File: config.mk
export PLATFORM = sky130hd
export DESIGN_NAME = tcc_top
export DESIGN_NICKNAME = d
export VERILOG_FILES = /design/src/shared/tcc_pkg.sv /design/src/rtl/tcc_sync.sv /design/src/rtl/tcc_channel.sv /design/src/rtl/tcc_top.sv
export SDC_FILE = /design/constraint.sdc
export NUM_CORES = 1
export LEC_CHECK = 0
export ABC_CLOCK_PERIOD_IN_PS = 3300
export BUFFER_PORTS_ARGS = -buffer_cell sky130_fd_sc_hd__buf_4
export CAP_MARGIN = 15
export CORE_UTILIZATION = 57
export CTS_CLUSTER_DIAMETER = 40
export DETAILED_ROUTE_END_ITERATION = 12
export GPL_TIMING_DRIVEN = 0
export PLACE_DENSITY = 0.85
export SETUP_SLACK_MARGIN = 0.15
export SYNTH_ARGS = -nofsm -noshare
export SYNTH_HDL_FRONTEND = slang
export SYNTH_SLANG_ARGS = --single-unit
File: constraint.sdc
create_clock -name sys_clk -period 3.3 [get_ports sys_clk]
set_input_delay 0.66 -clock sys_clk [delete_from_list [all_inputs] [get_ports sys_clk]]
set_output_delay 0.66 -clock sys_clk [all_outputs]
set_load 0.01 [all_outputs]
File: src/shared/tcc_pkg.sv
`default_nettype none
package tcc_pkg;
  localparam int NUM_CMP     = 3;
  localparam int DATA_W      = 16;
  localparam int ADDR_W      = 4;
  localparam int SYNC_STAGES = 2;

  // Register indices on the plain register port
  localparam logic [ADDR_W-1:0] IDX_CTL_ONE   = 4'h0;
  localparam logic [ADDR_W-1:0] IDX_CTL_TWO   = 4'h1;
  localparam logic [ADDR_W-1:0] IDX_CTL_THREE = 4'h2;
  localparam logic [ADDR_W-1:0] IDX_STATUS    = 4'h3;
  localparam logic [ADDR_W-1:0] IDX_LADDER    = 4'h4;
  localparam logic [ADDR_W-1:0] IDX_IRQ_STAT  = 4'h5;
  localparam logic [ADDR_W-1:0] IDX_IRQ_MASK  = 4'h6;

  // Comparator control fields
  localparam int CTL_ON_BIT    = 15;
  localparam int CTL_PIN_BIT   = 14;
  localparam int CTL_INV_BIT   = 13;
  localparam int CTL_EVT_BIT   = 9;
  localparam int CTL_RES_BIT   = 8;
  localparam int CTL_EDGE_LSB  = 6;
  localparam int CTL_PLUS_BIT  = 4;
  localparam int CTL_MINUS_LSB = 0;

  // Shared status fields
  localparam int STAT_IDLE_BIT = 15;
  localparam int STAT_EVT_LSB  = 8;
  localparam int STAT_RES_LSB  = 0;

  // Ladder control fields
  localparam int LAD_EXT_BIT   = 10;
  localparam int LAD_BG_LSB    = 8;
  localparam int LAD_PWR_BIT   = 7;
  localparam int LAD_PIN_BIT   = 6;
  localparam int LAD_RANGE_BIT = 5;
  localparam int LAD_SUP_BIT   = 4;
  localparam int LAD_LVL_LSB   = 0;
  localparam int LAD_LVL_W     = 4;

  // Implemented bits; everything else reads zero
  localparam logic [DATA_W-1:0] CTL_READ_MASK  = 16'hE3D3;
  localparam logic [DATA_W-1:0] CTL_STORE_MASK = 16'hE0D3;
  localparam logic [DATA_W-1:0] STAT_WR_MASK   = 16'h8000;
  localparam logic [DATA_W-1:0] LAD_WR_MASK    = 16'h07FF;
  localparam logic [DATA_W-1:0] RESET_WORD     = 16'h0000;

  // Ladder step denominators: coarse and fine range
  localparam logic [5:0] LAD_DIV_COARSE = 6'h18;
  localparam logic [5:0] LAD_DIV_FINE   = 6'h20;

  typedef enum logic [1:0] {
    TCC_EDGE_OFF  = 2'b00,
    TCC_EDGE_RISE = 2'b01,
    TCC_EDGE_FALL = 2'b10,
    TCC_EDGE_ANY  = 2'b11
  } tcc_edge_t;
endpackage : tcc_pkg
`default_nettype wire

File: src/rtl/tcc_sync.sv
`default_nettype none
module tcc_sync (
  input  wire logic                       sys_clk,
  input  wire logic                       resetn,
  input  wire logic [tcc_pkg::NUM_CMP-1:0] async_in,
  output var  logic [tcc_pkg::NUM_CMP-1:0] sync_out
);
  import tcc_pkg::*;

  logic [NUM_CMP-1:0] meta_reg;
  logic [NUM_CMP-1:0] sync_reg;

  // First stage feeds only the second stage
  always_ff @(posedge sys_clk) begin
    if (!resetn) begin
      meta_reg <= '0;
      sync_reg <= '0;
    end else begin
      meta_reg <= async_in;
      sync_reg <= meta_reg;
    end
  end

  assign sync_out = sync_reg;
endmodule : tcc_sync
`default_nettype wire

File: src/rtl/tcc_channel.sv
`default_nettype none
module tcc_channel (
  input  wire logic               sys_clk,
  input  wire logic               resetn,
  input  wire logic               raw_sync,
  input  wire logic               comparator_on,
  input  wire logic               run,
  input  wire logic               result_invert,
  input  wire tcc_pkg::tcc_edge_t event_edge_select,
  input  wire logic               event_wr,
  input  wire logic               event_wr_val,
  output var  logic               comparator_result,
  output var  logic               event_flag,
  output var  logic               event_pulse
);
  import tcc_pkg::*;

  logic result_reg;
  logic result_next;
  logic flag_reg;
  logic pulse_reg;
  logic rise;
  logic fall;
  logic hit;

  // Halted comparator holds its last result; disabled one reads low
  always_comb begin
    if (!comparator_on) begin
      result_next = 1'b0;
    end else if (run) begin
      result_next = raw_sync ^ result_invert;
    end else begin
      result_next = result_reg;
    end
  end

  // Edges seen after inversion, so polarity steers the edge sense
  assign rise = run & ~result_reg & result_next;
  assign fall = run & result_reg & ~result_next;

  always_comb begin
    unique case (event_edge_select)
      TCC_EDGE_OFF:  hit = 1'b0;
      TCC_EDGE_RISE: hit = rise;
      TCC_EDGE_FALL: hit = fall;
      TCC_EDGE_ANY:  hit = rise | fall;
    endcase
  end

  always_ff @(posedge sys_clk) begin
    if (!resetn) begin
      result_reg <= 1'b0;
    end else begin
      result_reg <= result_next;
    end
  end

  // A trigger sets only a clear flag; a software clear of a set flag beats a trigger in the same cycle
  always_ff @(posedge sys_clk) begin
    if (!resetn) begin
      flag_reg <= 1'b0;
    end else if (hit && !flag_reg) begin
      flag_reg <= 1'b1;
    end else if (event_wr) begin
      flag_reg <= event_wr_val;
    end
  end

  // No new pulse while the flag is still up
  always_ff @(posedge sys_clk) begin
    if (!resetn) begin
      pulse_reg <= 1'b0;
    end else begin
      pulse_reg <= hit & ~flag_reg;
    end
  end

  assign comparator_result = result_reg;
  assign event_flag        = flag_reg;
  assign event_pulse       = pulse_reg;
endmodule : tcc_channel
`default_nettype wire

File: src/rtl/tcc_top.sv
`default_nettype none
// Notes on behaviour
// - Three comparators, own controls, one status
// - Pin drive on routes raw result out
// - Plus input: ladder when set, pin A
// - Minus input select: B, C, D, reference
// - Edge select: off, rise, fall, any
// - Event flag sticks, blocks further triggers
// - Status bits 8-10 mirror event flags
// - Status bits 0-2 mirror results
// - Idle halt bit stops comparators in idle
// - Bandgap field: full, half, sixth, pin
// - Ladder pin drive bit outputs ladder voltage
// - Ladder: two ranges, sixteen levels each
// - Range bit: twenty-fourths or thirty-seconds
// - Supply select: reference pins or rails
// - Unimplemented bits read zero, ignore writes
module tcc_top (
  input  wire logic                                 sys_clk,
  input  wire logic                                 resetn,
  input  wire logic [tcc_pkg::ADDR_W-1:0]           reg_addr,
  input  wire logic [tcc_pkg::DATA_W-1:0]           reg_wdata,
  input  wire logic                                 reg_wr,
  input  wire logic                                 reg_rd,
  output var  logic [tcc_pkg::DATA_W-1:0]           reg_rdata,
  input  wire logic [tcc_pkg::NUM_CMP-1:0]          comparator_raw,
  input  wire logic                                 device_idle,
  output var  logic [tcc_pkg::NUM_CMP-1:0]          comparator_power,
  output var  logic [tcc_pkg::NUM_CMP-1:0]          plus_input_source,
  output var  logic [2*tcc_pkg::NUM_CMP-1:0]        minus_input_select,
  output var  logic [tcc_pkg::NUM_CMP-1:0]          result_pin,
  output var  logic [tcc_pkg::NUM_CMP-1:0]          result_pin_oe,
  output var  logic [1:0]                           bandgap_source_select,
  output var  logic                                 external_ref_pick,
  output var  logic                                 ladder_power,
  output var  logic                                 ladder_pin_drive,
  output var  logic                                 ladder_range,
  output var  logic                                 ladder_supply_select,
  output var  logic [tcc_pkg::LAD_LVL_W-1:0]        ladder_level,
  output var  logic [5:0]                           ladder_divisor,
  output var  logic                                 irq
);
  import tcc_pkg::*;

  function automatic logic [ADDR_W-1:0] ctl_idx(input int n);
    ctl_idx = IDX_CTL_ONE + ADDR_W'(n);
  endfunction : ctl_idx

  function automatic logic wr_hit(input logic             wr,
                                  input logic [ADDR_W-1:0] a,
                                  input logic [ADDR_W-1:0] idx);
    wr_hit = wr && (a == idx);
  endfunction : wr_hit

  logic [DATA_W-1:0]  ctl_reg [NUM_CMP];
  logic [DATA_W-1:0]  stat_reg;
  logic [DATA_W-1:0]  ladder_reg;
  logic [NUM_CMP-1:0] irq_stat_reg;
  logic [NUM_CMP-1:0] irq_mask_reg;
  logic [NUM_CMP-1:0] power_reg;
  logic [5:0]         divisor_reg;
  logic               irq_reg;
  logic [DATA_W-1:0]  rdata_reg;
  logic [DATA_W-1:0]  read_word;
  logic [NUM_CMP-1:0] raw_sync;
  logic [NUM_CMP-1:0] results;
  logic [NUM_CMP-1:0] flags;
  logic [NUM_CMP-1:0] evt_pulse;
  logic [NUM_CMP-1:0] power_next;
  logic [NUM_CMP-1:0] irq_clear;
  logic               halt;

  tcc_sync u_sync (
    .sys_clk  (sys_clk),
    .resetn   (resetn),
    .async_in (comparator_raw),
    .sync_out (raw_sync)
  );

  assign halt = stat_reg[STAT_IDLE_BIT] & device_idle;

  genvar g;
  generate
    for (g = 0; g < NUM_CMP; g++) begin : g_cmp
      assign power_next[g] = ctl_reg[g][CTL_ON_BIT] & ~halt;

      tcc_channel u_chan (
        .sys_clk           (sys_clk),
        .resetn            (resetn),
        .raw_sync          (raw_sync[g]),
        .comparator_on     (ctl_reg[g][CTL_ON_BIT]),
        .run               (power_next[g]),
        .result_invert     (ctl_reg[g][CTL_INV_BIT]),
        .event_edge_select (tcc_edge_t'(ctl_reg[g][CTL_EDGE_LSB +: 2])),
        .event_wr          (wr_hit(reg_wr, reg_addr, ctl_idx(g))),
        .event_wr_val      (reg_wdata[CTL_EVT_BIT]),
        .comparator_result (results[g]),
        .event_flag        (flags[g]),
        .event_pulse       (evt_pulse[g])
      );

      // Analog mux selects come straight from the control bits
      assign plus_input_source[g] = ctl_reg[g][CTL_PLUS_BIT];
      assign minus_input_select[2*g +: 2] =
        ctl_reg[g][CTL_MINUS_LSB +: 2];
      assign result_pin_oe[g] = ctl_reg[g][CTL_PIN_BIT];
      // Unsynchronised by design: the pad sees the analog edge directly
      assign result_pin[g] = comparator_raw[g] ^ ctl_reg[g][CTL_INV_BIT];
    end
  endgenerate

  // Bits 9 and 8 live in the channels, so they are never stored here
  always_ff @(posedge sys_clk) begin
    if (!resetn) begin
      for (int i = 0; i < NUM_CMP; i++) begin
        ctl_reg[i] <= RESET_WORD;
      end
    end else begin
      for (int i = 0; i < NUM_CMP; i++) begin
        if (wr_hit(reg_wr, reg_addr, ctl_idx(i))) begin
          ctl_reg[i] <= reg_wdata & CTL_STORE_MASK;
        end
      end
    end
  end

  always_ff @(posedge sys_clk) begin
    if (!resetn) begin
      stat_reg <= RESET_WORD;
    end else if (wr_hit(reg_wr, reg_addr, IDX_STATUS)) begin
      stat_reg <= reg_wdata & STAT_WR_MASK;
    end
  end

  always_ff @(posedge sys_clk) begin
    if (!resetn) begin
      ladder_reg <= RESET_WORD;
    end else if (wr_hit(reg_wr, reg_addr, IDX_LADDER)) begin
      ladder_reg <= reg_wdata & LAD_WR_MASK;
    end
  end

  // Step size tracks the range bit for the analog ladder trim
  always_ff @(posedge sys_clk) begin
    if (!resetn) begin
      divisor_reg <= LAD_DIV_FINE;
    end else if (ladder_reg[LAD_RANGE_BIT]) begin
      divisor_reg <= LAD_DIV_COARSE;
    end else begin
      divisor_reg <= LAD_DIV_FINE;
    end
  end

  // Registered so the analog enables never glitch on idle entry
  always_ff @(posedge sys_clk) begin
    if (!resetn) begin
      power_reg <= '0;
    end else begin
      power_reg <= power_next;
    end
  end

  always_comb begin
    irq_clear = '0;
    if (wr_hit(reg_wr, reg_addr, IDX_IRQ_STAT)) begin
      irq_clear = reg_wdata[NUM_CMP-1:0];
    end
  end

  // Set after clear, so an event in the clearing cycle survives
  always_ff @(posedge sys_clk) begin
    if (!resetn) begin
      irq_stat_reg <= '0;
    end else begin
      irq_stat_reg <= (irq_stat_reg & ~irq_clear) | evt_pulse;
    end
  end

  always_ff @(posedge sys_clk) begin
    if (!resetn) begin
      irq_mask_reg <= '0;
    end else if (wr_hit(reg_wr, reg_addr, IDX_IRQ_MASK)) begin
      irq_mask_reg <= reg_wdata[NUM_CMP-1:0];
    end
  end

  always_ff @(posedge sys_clk) begin
    if (!resetn) begin
      irq_reg <= 1'b0;
    end else begin
      irq_reg <= |(irq_stat_reg & irq_mask_reg);
    end
  end

  always_comb begin
    read_word = RESET_WORD;
    unique case (reg_addr)
      IDX_CTL_ONE, IDX_CTL_TWO, IDX_CTL_THREE: begin
        for (int i = 0; i < NUM_CMP; i++) begin
          if (reg_addr == ctl_idx(i)) begin
            read_word = ctl_reg[i] & CTL_READ_MASK;
            read_word[CTL_EVT_BIT] = flags[i];
            read_word[CTL_RES_BIT] = results[i];
          end
        end
      end
      IDX_STATUS: begin
        read_word = stat_reg;
        read_word[STAT_EVT_LSB +: NUM_CMP] = flags;
        read_word[STAT_RES_LSB +: NUM_CMP] = results;
      end
      IDX_LADDER: begin
        read_word = ladder_reg;
      end
      IDX_IRQ_STAT: begin
        read_word[NUM_CMP-1:0] = irq_stat_reg;
      end
      IDX_IRQ_MASK: begin
        read_word[NUM_CMP-1:0] = irq_mask_reg;
      end
      default: begin
        read_word = RESET_WORD;
      end
    endcase
  end

  // Read data stand for exactly one cycle, zero otherwise
  always_ff @(posedge sys_clk) begin
    if (!resetn) begin
      rdata_reg <= RESET_WORD;
    end else if (reg_rd) begin
      rdata_reg <= read_word;
    end else begin
      rdata_reg <= RESET_WORD;
    end
  end

  assign reg_rdata             = rdata_reg;
  assign comparator_power      = power_reg;
  assign external_ref_pick     = ladder_reg[LAD_EXT_BIT];
  assign bandgap_source_select = ladder_reg[LAD_BG_LSB +: 2];
  assign ladder_power          = ladder_reg[LAD_PWR_BIT];
  assign ladder_pin_drive      = ladder_reg[LAD_PIN_BIT];
  assign ladder_range          = ladder_reg[LAD_RANGE_BIT];
  assign ladder_supply_select  = ladder_reg[LAD_SUP_BIT];
  assign ladder_level = ladder_reg[LAD_LVL_LSB +: LAD_LVL_W];
  assign ladder_divisor        = divisor_reg;
  assign irq                   = irq_reg;
endmodule : tcc_top
`default_nettype wire

==> flow_summary.toml, run 1 <==
[routing]
drtIter0Drc = 266
routed-wl-met2_microns = 3680
route.antenna.remaining_nets = 0
drt_wl_total_microns = 7750
drt-pass1-iter-count = 5
vias = 2522
drc = 0
m1WireLength_microns = 3120
routed_via_density = 5.58
drt-wirelength-per-cell_microns = 17.2
dr_wl_met3_microns = 729
dr.max_layer_used = "met4"

[cells_and_area]
diodes = 0
nets = 405
fillers = 340
area_delta_synth_final_pct = 27.1
drive_gt1_frac = 0.319
largest_reg_flops = 24

[sta]
tns_ps = 0
min_period_ps = 2000
timing.hold.ws_ps = 440
slew_violations = 0
rsz0062_at_grt = "no"
worst_pin_slew_ps = 652
fmax_ghz = 0.501
slew_headroom = 0.563
fin_crit_sh = 0.605
hold_viol = 0
setup_violations = 0
finClkSkew_ps = 11.7

[global_routing]
grt_max_degree = 14
grt_pass1_wl_microns = 12300
grt.overflow.total = 0
antenna_found_initial = 0
grt_usage = 0.281
grt_pass1_vias = 2457

[synth]
synth_commonest_cells = "53 x dfxtp_1, 32 x nor2_1, 25 x mux2i_1"
synth_edf_count = 24
ys_seq_area_frac = 0.557
syn_inst = 291
synthArstFlopShare = 0
syn-cell-area_sq_um = 3200
synth_cell_types = 39
synth_top_area_share = 0.332
ys_ff_latch = 77
yosys-top-cells-area = "dfxtp_1 33%, edfxtp_1 23%, mux2i_1 7.8%"
yosys_warnings = 0
synth_top_cell_by_area = "dfxtp_1"
synth_most_common_cell = "dfxtp_1"
synth_ff_type = "dfxtp_1"
syn_avg_cell_area_sq_um = 11.0

[die]
fp.dieW_microns = 76.9
chipHeight_microns = 76.9
ios = 80
dieArea_sq_um = 5920
rows = 26
core_area_sq_um = 5270
start_util = 0.607

[outcome]
outcome = "finished clean"

[pwr]
p_per_area_nw_per_um2 = 506
clkPwrFrac = 0.395
combPwrFrac = 0.101
p_leak_nw = 1.81
switchingPower_mw = 0.478
p_int_mw = 1.58
vdd_ir_drop_max_mv = 0.312
swShare = 0.232
seq_power_share = 0.504

[clock_network]
post_cts_resized = 0
cts_buffer_depth = 2
htree_levels = 3
clk_pin_slew_ps = 80
cts_setup_buffers = 0
cts-buffers-inserted = 9
cts_tree = "built"
postCtsHoldBufs = 0
cts_sinks = 77
root_buffer = "clkbuf_8"
worstSkewPairLatency_ps = 360

[min_path]
hold_path.class = "reg -> reg"

[job]
maxCapViolations = 0

[worst_setup_path]
cp_max_fo = 10
start_kind = "input pin"
end_kind = "flop"
cp.arrival_ps = 1990
cp.required_ps = 3300
path_class = "in -> reg"

[placed_design]
io_buffers = 71
hpwl_microns = 5390
gp_congestion = 0.861
[cell type report]
| class | instances | area, sq um | share of cell area |
|---|---|---|---|
| plain buffers | 30 | 204 | 0.0501 |
| clock buffers | 10 | 149 | 0.0366 |
| clock inverters | 6 | 83.8 | 0.0206 |
| inverters | 3 | 11.3 | 0.00277 |
| multi-input cells | 185 | 1220 | 0.300 |
| flip-flops and latches | 77 | 1780 | 0.438 |
| well taps | 70 | 87.6 | 0.0215 |
| repair buffers | 71 | 533 | 0.131 |
[layer usage]
layer / up-vias / track usage
li1: 1166 / -
met1: 1160 / 0.355
met2: 169 / 0.446
met3: 27 / 0.0774
met4: 0 / 0.125
met5: - / 0
[power groups by stage]
stage | Sequential [mW] | Clock [mW] | Combinational, mW
2_1_floorplan | 1.05 | 0 | 0.115
3_3_place_gp | 1.06 | 0 | 0.200
3_5_place_dp | 1.06 | 0 | 0.204
4_1_cts | 1.04 | 0.814 | 0.206
5_1_grt | 1.04 | 0.866 | 0.221
6_report | 1.04 | 0.814 | 0.207
[worst max-delay path: stages]
cell and delay [ps]:
buf_4 110, clkbuf_1 330, clkbuf_1 460, nand2_1 420
[cell usage in the layout (no fill, tap or decap), types with 2 or more instances in the layout]
cell        Yosys  routed
xor2_1          6       6
clkbuf_8        0       9
inv_1           2       2
edfxtp_1       24      24
a22o_1          3       3
nor2b_1         6       6
bufinv_16       0       2
conb_1          1       5
nand2_1        22      22
clkbuf_1        4       4
nor2_1         32      32
clkinv_1        1       2
dfxtp_1        53      53
a222oi_1        4       4
and2_1         14      14
nand3b_1        3       3
a21oi_1         7       7
a21boi_0        3       3
a22oi_1         4       4
buf_4          21      92
buf_2           4       4
clkinvlp_4      0       2
o21a_1          4       4
mux2_2          5       5
o21ai_0         4       4
o21bai_1        3       3
mux2i_1        25      25
nor3b_2         3       3
nand3_1        11      11
o2bb2ai_1       4       4
and4_1          2       2
and3_1          6       6
[per-stage QoR]
step | area [sq um] | power (mW) | worst slack [ps] | cells | util
6_report | 4070 | 2.06 | 1300 | 452 | 0.772
5_1_grt | 4070 | 2.13 | 1250 | 452 | 0.772
4_1_cts | 4070 | 2.06 | 1340 | 452 | 0.772
3_5_place_dp | 3840 | 1.26 | 947 | 436 | 0.728
3_3_place_gp | 3840 | 1.26 | 1020 | 436 | 0.728
2_1_floorplan | 3220 | 1.17 | 1600 | 295 | -
[cells by family after synthesis]
logic type | share of synthesized area
DFF | 0.557
xor gates and xnor gates | 0.0164
buffers and inverters | 0.0672
muxes | 0.103
and+or+nand+nor | 0.168
AOI/OAI and AO/OA | 0.0872
other | 0.00117
[worst paths after layout]
path / start / end / slack, ps / depth (start not counted)
hold reg to reg: u_sync.meta_reg[0]$_SDFF_PN0_ / u_sync.sync_out[0]$_SDFF_PN0_ / 440 / 1
setup / recovery: resetn / ctl_reg[0][17]$_DFFE_PP_ / 1300 / 4
hold / removal: u_sync.meta_reg[0]$_SDFF_PN0_ / u_sync.sync_out[0]$_SDFF_PN0_ / 440 / 1
setup reg to reg: ctl_reg[0][13]$_DFFE_PP_ / g_cmp[1].u_chan.event_flag$_SDFFE_PN0P_ / 1740 / 4
Power figures use the tool's default switching activity.
==> run 2: changes to the inputs <==
ABC_AREA = 1   (was not set)
ABC_CLOCK_PERIOD_IN_PS = 1900   (was 3300)
CORE_UTILIZATION = 53   (was 57)
PLACE_DENSITY = 0.79   (was 0.85)
clock period = 1.9 ns   (was 3.3 ns; I/O delays follow)
==> flow_summary.toml, run 2 <==
[outcome]
outcome = "finished clean"

[clock_network]
cts_tree = "built"
cts_buffer_depth = 2
post_cts_resized = 0
cts_setup_buffers = 0
root_buffer = "clkbuf_8"
htree_levels = 3
worstSkewPairLatency_ps = 350
cts_sinks = 77
cts-buffers-inserted = 9
clk_pin_slew_ps = 80
postCtsHoldBufs = 0

[synth]
syn_inst = 416
syn_avg_cell_area_sq_um = 8.22
synth_most_common_cell = "nand2_1"
synth_ff_type = "dfxtp_1"
ys_seq_area_frac = 0.521
synth_cell_types = 25
yosys_warnings = 0
synth_commonest_cells = "93 x nand2_1, 56 x inv_1, 55 x nand3_1"
synthArstFlopShare = 0
syn-cell-area_sq_um = 3420
synth_edf_count = 24
synth_top_area_share = 0.310
ys_ff_latch = 77
synth_top_cell_by_area = "dfxtp_1"
yosys-top-cells-area = "dfxtp_1 31%, edfxtp_1 21%, nand2_1 10%"

[pwr]
p_leak_nw = 2.09
p_per_area_nw_per_um2 = 811
power_mw = 3.46
vdd_ir_drop_max_mv = 0.573

[worst_setup_path]
path_class = "reg -> out"
start_kind = "flop"
cp_max_fo = 4
cp.arrival_ps = 1160
cp.required_ps = 1520
end_kind = "output port"

[cells_and_area]
largest_reg_flops = 24
fillers = 507
nets = 530
drive_gt1_frac = 0.268
regArea_sq_um = 1780
multiInputGateArea_sq_um = 1230
area_delta_synth_final_pct = 24.8
diodes = 0
final_common_cell = "nand2_1"
final_cell_mix = "93 x nand2_1, 89 x buf_4, 56 x inv_1"

[sta]
fin_crit_sh = 0.812
setup_violations = 0
tns_ps = 0
slew_violations = 0
worst_pin_slew_ps = 620
min_period_ps = 1540
finClkSkew_ps = 8.36
rsz0062_at_grt = "no"
fmax_ghz = 0.648
hold_viol = 0
slew_headroom = 0.586

[routing]
drt-wirelength-per-cell_microns = 14.5
drtIter0Drc = 249
drt-pass1-iter-count = 5
route.antenna.remaining_nets = 0
drc = 0
vias = 2959
routed_via_density = 5.08
drt_wl_total_microns = 8430

[global_routing]
grt_pass1_wl_microns = 12900
grt.overflow.total = 0
antenna_found_initial = 0
grt_max_degree = 14
grt_pass1_vias = 2611
grt_usage = 0.265

[die]
start_util = 0.564
chipHeight_microns = 82.3
ios = 80
rows = 28
core_area_sq_um = 6060
dieArea_sq_um = 6780
fp.dieW_microns = 82.3

[min_path]
hold_path.class = "in -> reg"

[job]
maxCapViolations = 0

[placed_design]
io_buffers = 71
hpwl_microns = 6090
gp_congestion = 0.939
## run 2: worst max-delay path, cell delays in order, from the launching register on
cell and delay, ps:
edfxtp_1 470, xor2_1 200, buf_4 150
## run 2: report_power, final
part           total (mW)  switching (mW)  internal [mW]
Sequential           1.81          0.0468           1.76
Clock                1.26           0.591          0.670
Combinational       0.391           0.225          0.166
Total                3.46           0.863           2.60
## run 2: area by class of cell
class	count	share of cell area
plain buffers	28	0.0451
clock buffers	14	0.0457
clock inverters	2	0.00264
inverters	60	0.0528
multi-input cells	255	0.289
flip-flops and latches	77	0.417
well taps	75	0.0220
repair buffers	71	0.125
## run 2: per-layer routing
layer  vias up  track usage  routed length (microns)
li1       1458            -                        -
met1      1330        0.340                     3420
met2       154        0.447                     4100
met3        17       0.0462                      750
met4         0       0.0965                      157
met5         -            0                        0
## run 2: kinds of logic after synthesis
group | synth area share
AND/OR/NAND/NOR | 0.297
flip-flops | 0.521
AO/OA/AOI/OAI | 0.0505
buffers and inverters | 0.122
XOR/XNOR | 0.00769
other | 0.00110
## run 2: final timing paths
kind	start	to	slack [ps]	cells after the start
max	ctl_reg[0][13]$_DFFE_PP_	result_pin[1]	360	2
min	comparator_raw[0]	u_sync.meta_reg[0]$_SDFF_PN0_	230	3
max reg2reg	stat_reg[15]$_SDFFE_PN0P_	g_cmp[0].u_chan.event_flag$_SDFFE_PN0P_	710	7
min reg2reg	u_sync.meta_reg[0]$_SDFF_PN0_	u_sync.sync_out[0]$_SDFF_PN0_	420	2
## run 2: per-stage QoR
step	hold WS, ps	util	worst slack (ps)	area (sq um)	instances
after global routing	234	0.704	282	4270	582
after global placement	392	0.670	63.0	4060	566
after floorplan	390	-	488	3430	420
after CTS	227	0.704	342	4270	582
final	231	0.704	357	4270	582
after detailed placement	409	0.670	26.1	4060	566
==> run 3: changes to the inputs <==
ABC_CLOCK_PERIOD_IN_PS = 1300   (was 1900)
CORE_UTILIZATION = 48   (was 53)
PLACE_DENSITY = 0.75   (was 0.79)
clock period = 1.3 ns   (was 1.9 ns; I/O delays follow)
==> flow_summary.toml, run 3 (synthesis results as in run 2) <==
[pwr]
p_per_area_nw_per_um2 = 1100
power_mw = 5.15
swShare = 0.248
seq_power_share = 0.514
combPwrFrac = 0.141
p_int_mw = 3.87
p_leak_nw = 2.27
vdd_ir_drop_max_mv = 0.684
clkPwrFrac = 0.344
switchingPower_mw = 1.28

[worst_setup_path]
cp.required_ps = 1040
cpMaxStageDelayCell = "edfxtp_1"
crit_buf_inv = 1
slowest_delay_ps = 430
path_class = "reg -> out"
cp_max_fo = 2
end_kind = "output port"
rr_startpoint = "stat_reg[15]$_SDFFE_PN0P_"
cp.arrival_ps = 1090
path_cells = "xor2_1 -> buf_4"
cp-startpoint = "ctl_reg[0][5]$_DFFE_PP_"
critPathTopFamily = "flip-flops"
start_kind = "flop"

[sta]
slew_violations = 0
hold_viol = 0
postLayoutSetupSlackWorst_ps = -48.3
worst_pin_slew_ps = 618
slew_headroom = 0.588
finClkSkew_ps = 4.88
rsz0062_at_grt = "yes"
timing.hold.ws_ps = 107
fin_crit_sh = 1.04
fmax_ghz = 0.742
tns_ps = -110
setup_violations = 3
min_period_ps = 1350

[cells_and_area]
drive_gt1_frac = 0.373
final_cell_mix = "92 x buf_4, 81 x nand2_1, 52 x inv_1"
fillers = 562
stdcell_count = 629
final_core_util = 0.688
area_delta_synth_final_pct = 37.4
diodes = 0
nets = 557
largest_reg_flops = 24
final_common_cell = "buf_4"
finalInstanceArea_sq_um = 4700

[routing]
drt-pass1-iter-count = 5
drt-wirelength-per-cell_microns = 14.5
routed_via_density = 4.93
route.antenna.remaining_nets = 0
drc = 0
drtIter0Drc = 293
drt_wl_total_microns = 9140
vias = 3103

[global_routing]
grt_pass1_vias = 2779
grt_max_degree = 13
antenna_found_initial = 0
grt.overflow.total = 0
grt_usage = 0.241
grt_pass1_wl_microns = 13300

[clock_network]
clk_pin_slew_ps = 70
htree_levels = 3
cts_buffer_depth = 2
cts_tree = "built"
cts_sinks = 77
worstSkewPairLatency_ps = 350
postCtsHoldBufs = 0
cts-buffers-inserted = 9
root_buffer = "clkbuf_8"

[die]
dieArea_sq_um = 7470
core_area_sq_um = 6830
ios = 80
start_util = 0.501
fp.dieW_microns = 86.4
chipHeight_microns = 86.4
rows = 30

[placed_design]
hpwl_microns = 5950
place_ws_ps = -360
dpl_cell_area_sq_um = 4110
gp_congestion = 0.861
io_buffers = 71
dp.cells = 587

[min_path]
hold_path.class = "in -> reg"
hold_path_startpoint = "comparator_raw[0]"

[outcome]
outcome = "finished, violations left"
violations = "negative setup slack"

[job]
maxCapViolations = 0
==> run 3: changes by cell type in the layout (fill, tap and decap cells not counted), moves of 8 or more <==
cell | previous run | this run
nand2_1 | 93 | 81
nand2_2 | 4 | 13
nand3_2 | 2 | 10
buf_6 | 2 | 26
nand3_1 | 55 | 46
==> run 3: worst paths after layout <==
kind / slack [ps] / to / cells after the start
worst max-delay path: -50 / result_pin[0] / 2
worst min-delay path: 110 / u_sync.meta_reg[0]$_SDFF_PN0_ / 3
worst max register to register: 140 / g_cmp[1].u_chan.event_flag$_SDFFE_PN0P_ / 7
worst min register to register: 420 / u_sync.sync_out[0]$_SDFF_PN0_ / 2
==> run 3: routing by layer <==
metal	wire (microns)	share of wire	GRT usage	up-vias
met4	185	0.020	0.103	0
met5	0	0	0	-
li1	-	-	-	1514
met1	3580	0.39	0.289	1439
met3	621	0.068	0.0590	22
met2	4750	0.52	0.411	128
==> run 3: what timing repair did <==
item                       4_1_cts  5_1_grt
pin swaps                        5       11
buffers inserted                10       17
resized for setup               23       38
setup endpoints to repair       39       57
==> run 3: layout make-up <==
| class | count | area, sq um | area share |
|---|---|---|---|
| well taps | 96 | 120 | 0.0256 |
| inverters | 60 | 229 | 0.0487 |
| clock buffers | 13 | 153 | 0.0325 |
| multi-input cells | 255 | 1350 | 0.288 |
| plain buffers | 28 | 230 | 0.0490 |
| clock inverters | 2 | 35.0 | 0.00746 |
| repair buffers | 98 | 792 | 0.169 |
| flip-flops and latches | 77 | 1790 | 0.380 |
==> run 3: worst register-to-register path: stages, from the launching register on <==
cell and delay (ps):
dfxtp_2 340, nand2_4 140, nor2_1 60, nor2_1 210, nand2_2 100, nand2_2 70, nand3_2 90, nand2_1 90
==> run 3: power by group through the flow <==
| stage | combinational [mW] | clock (mW) | sequential (mW) |
|---|---|---|---|
| global route | 0.788 | 1.88 | 2.66 |
| finish | 0.726 | 1.77 | 2.65 |
| detailed placement | 0.577 | 0 | 2.70 |
| global placement | 0.566 | 0 | 2.69 |
| floorplan | 0.328 | 0 | 2.69 |
| CTS | 0.638 | 1.78 | 2.64 |
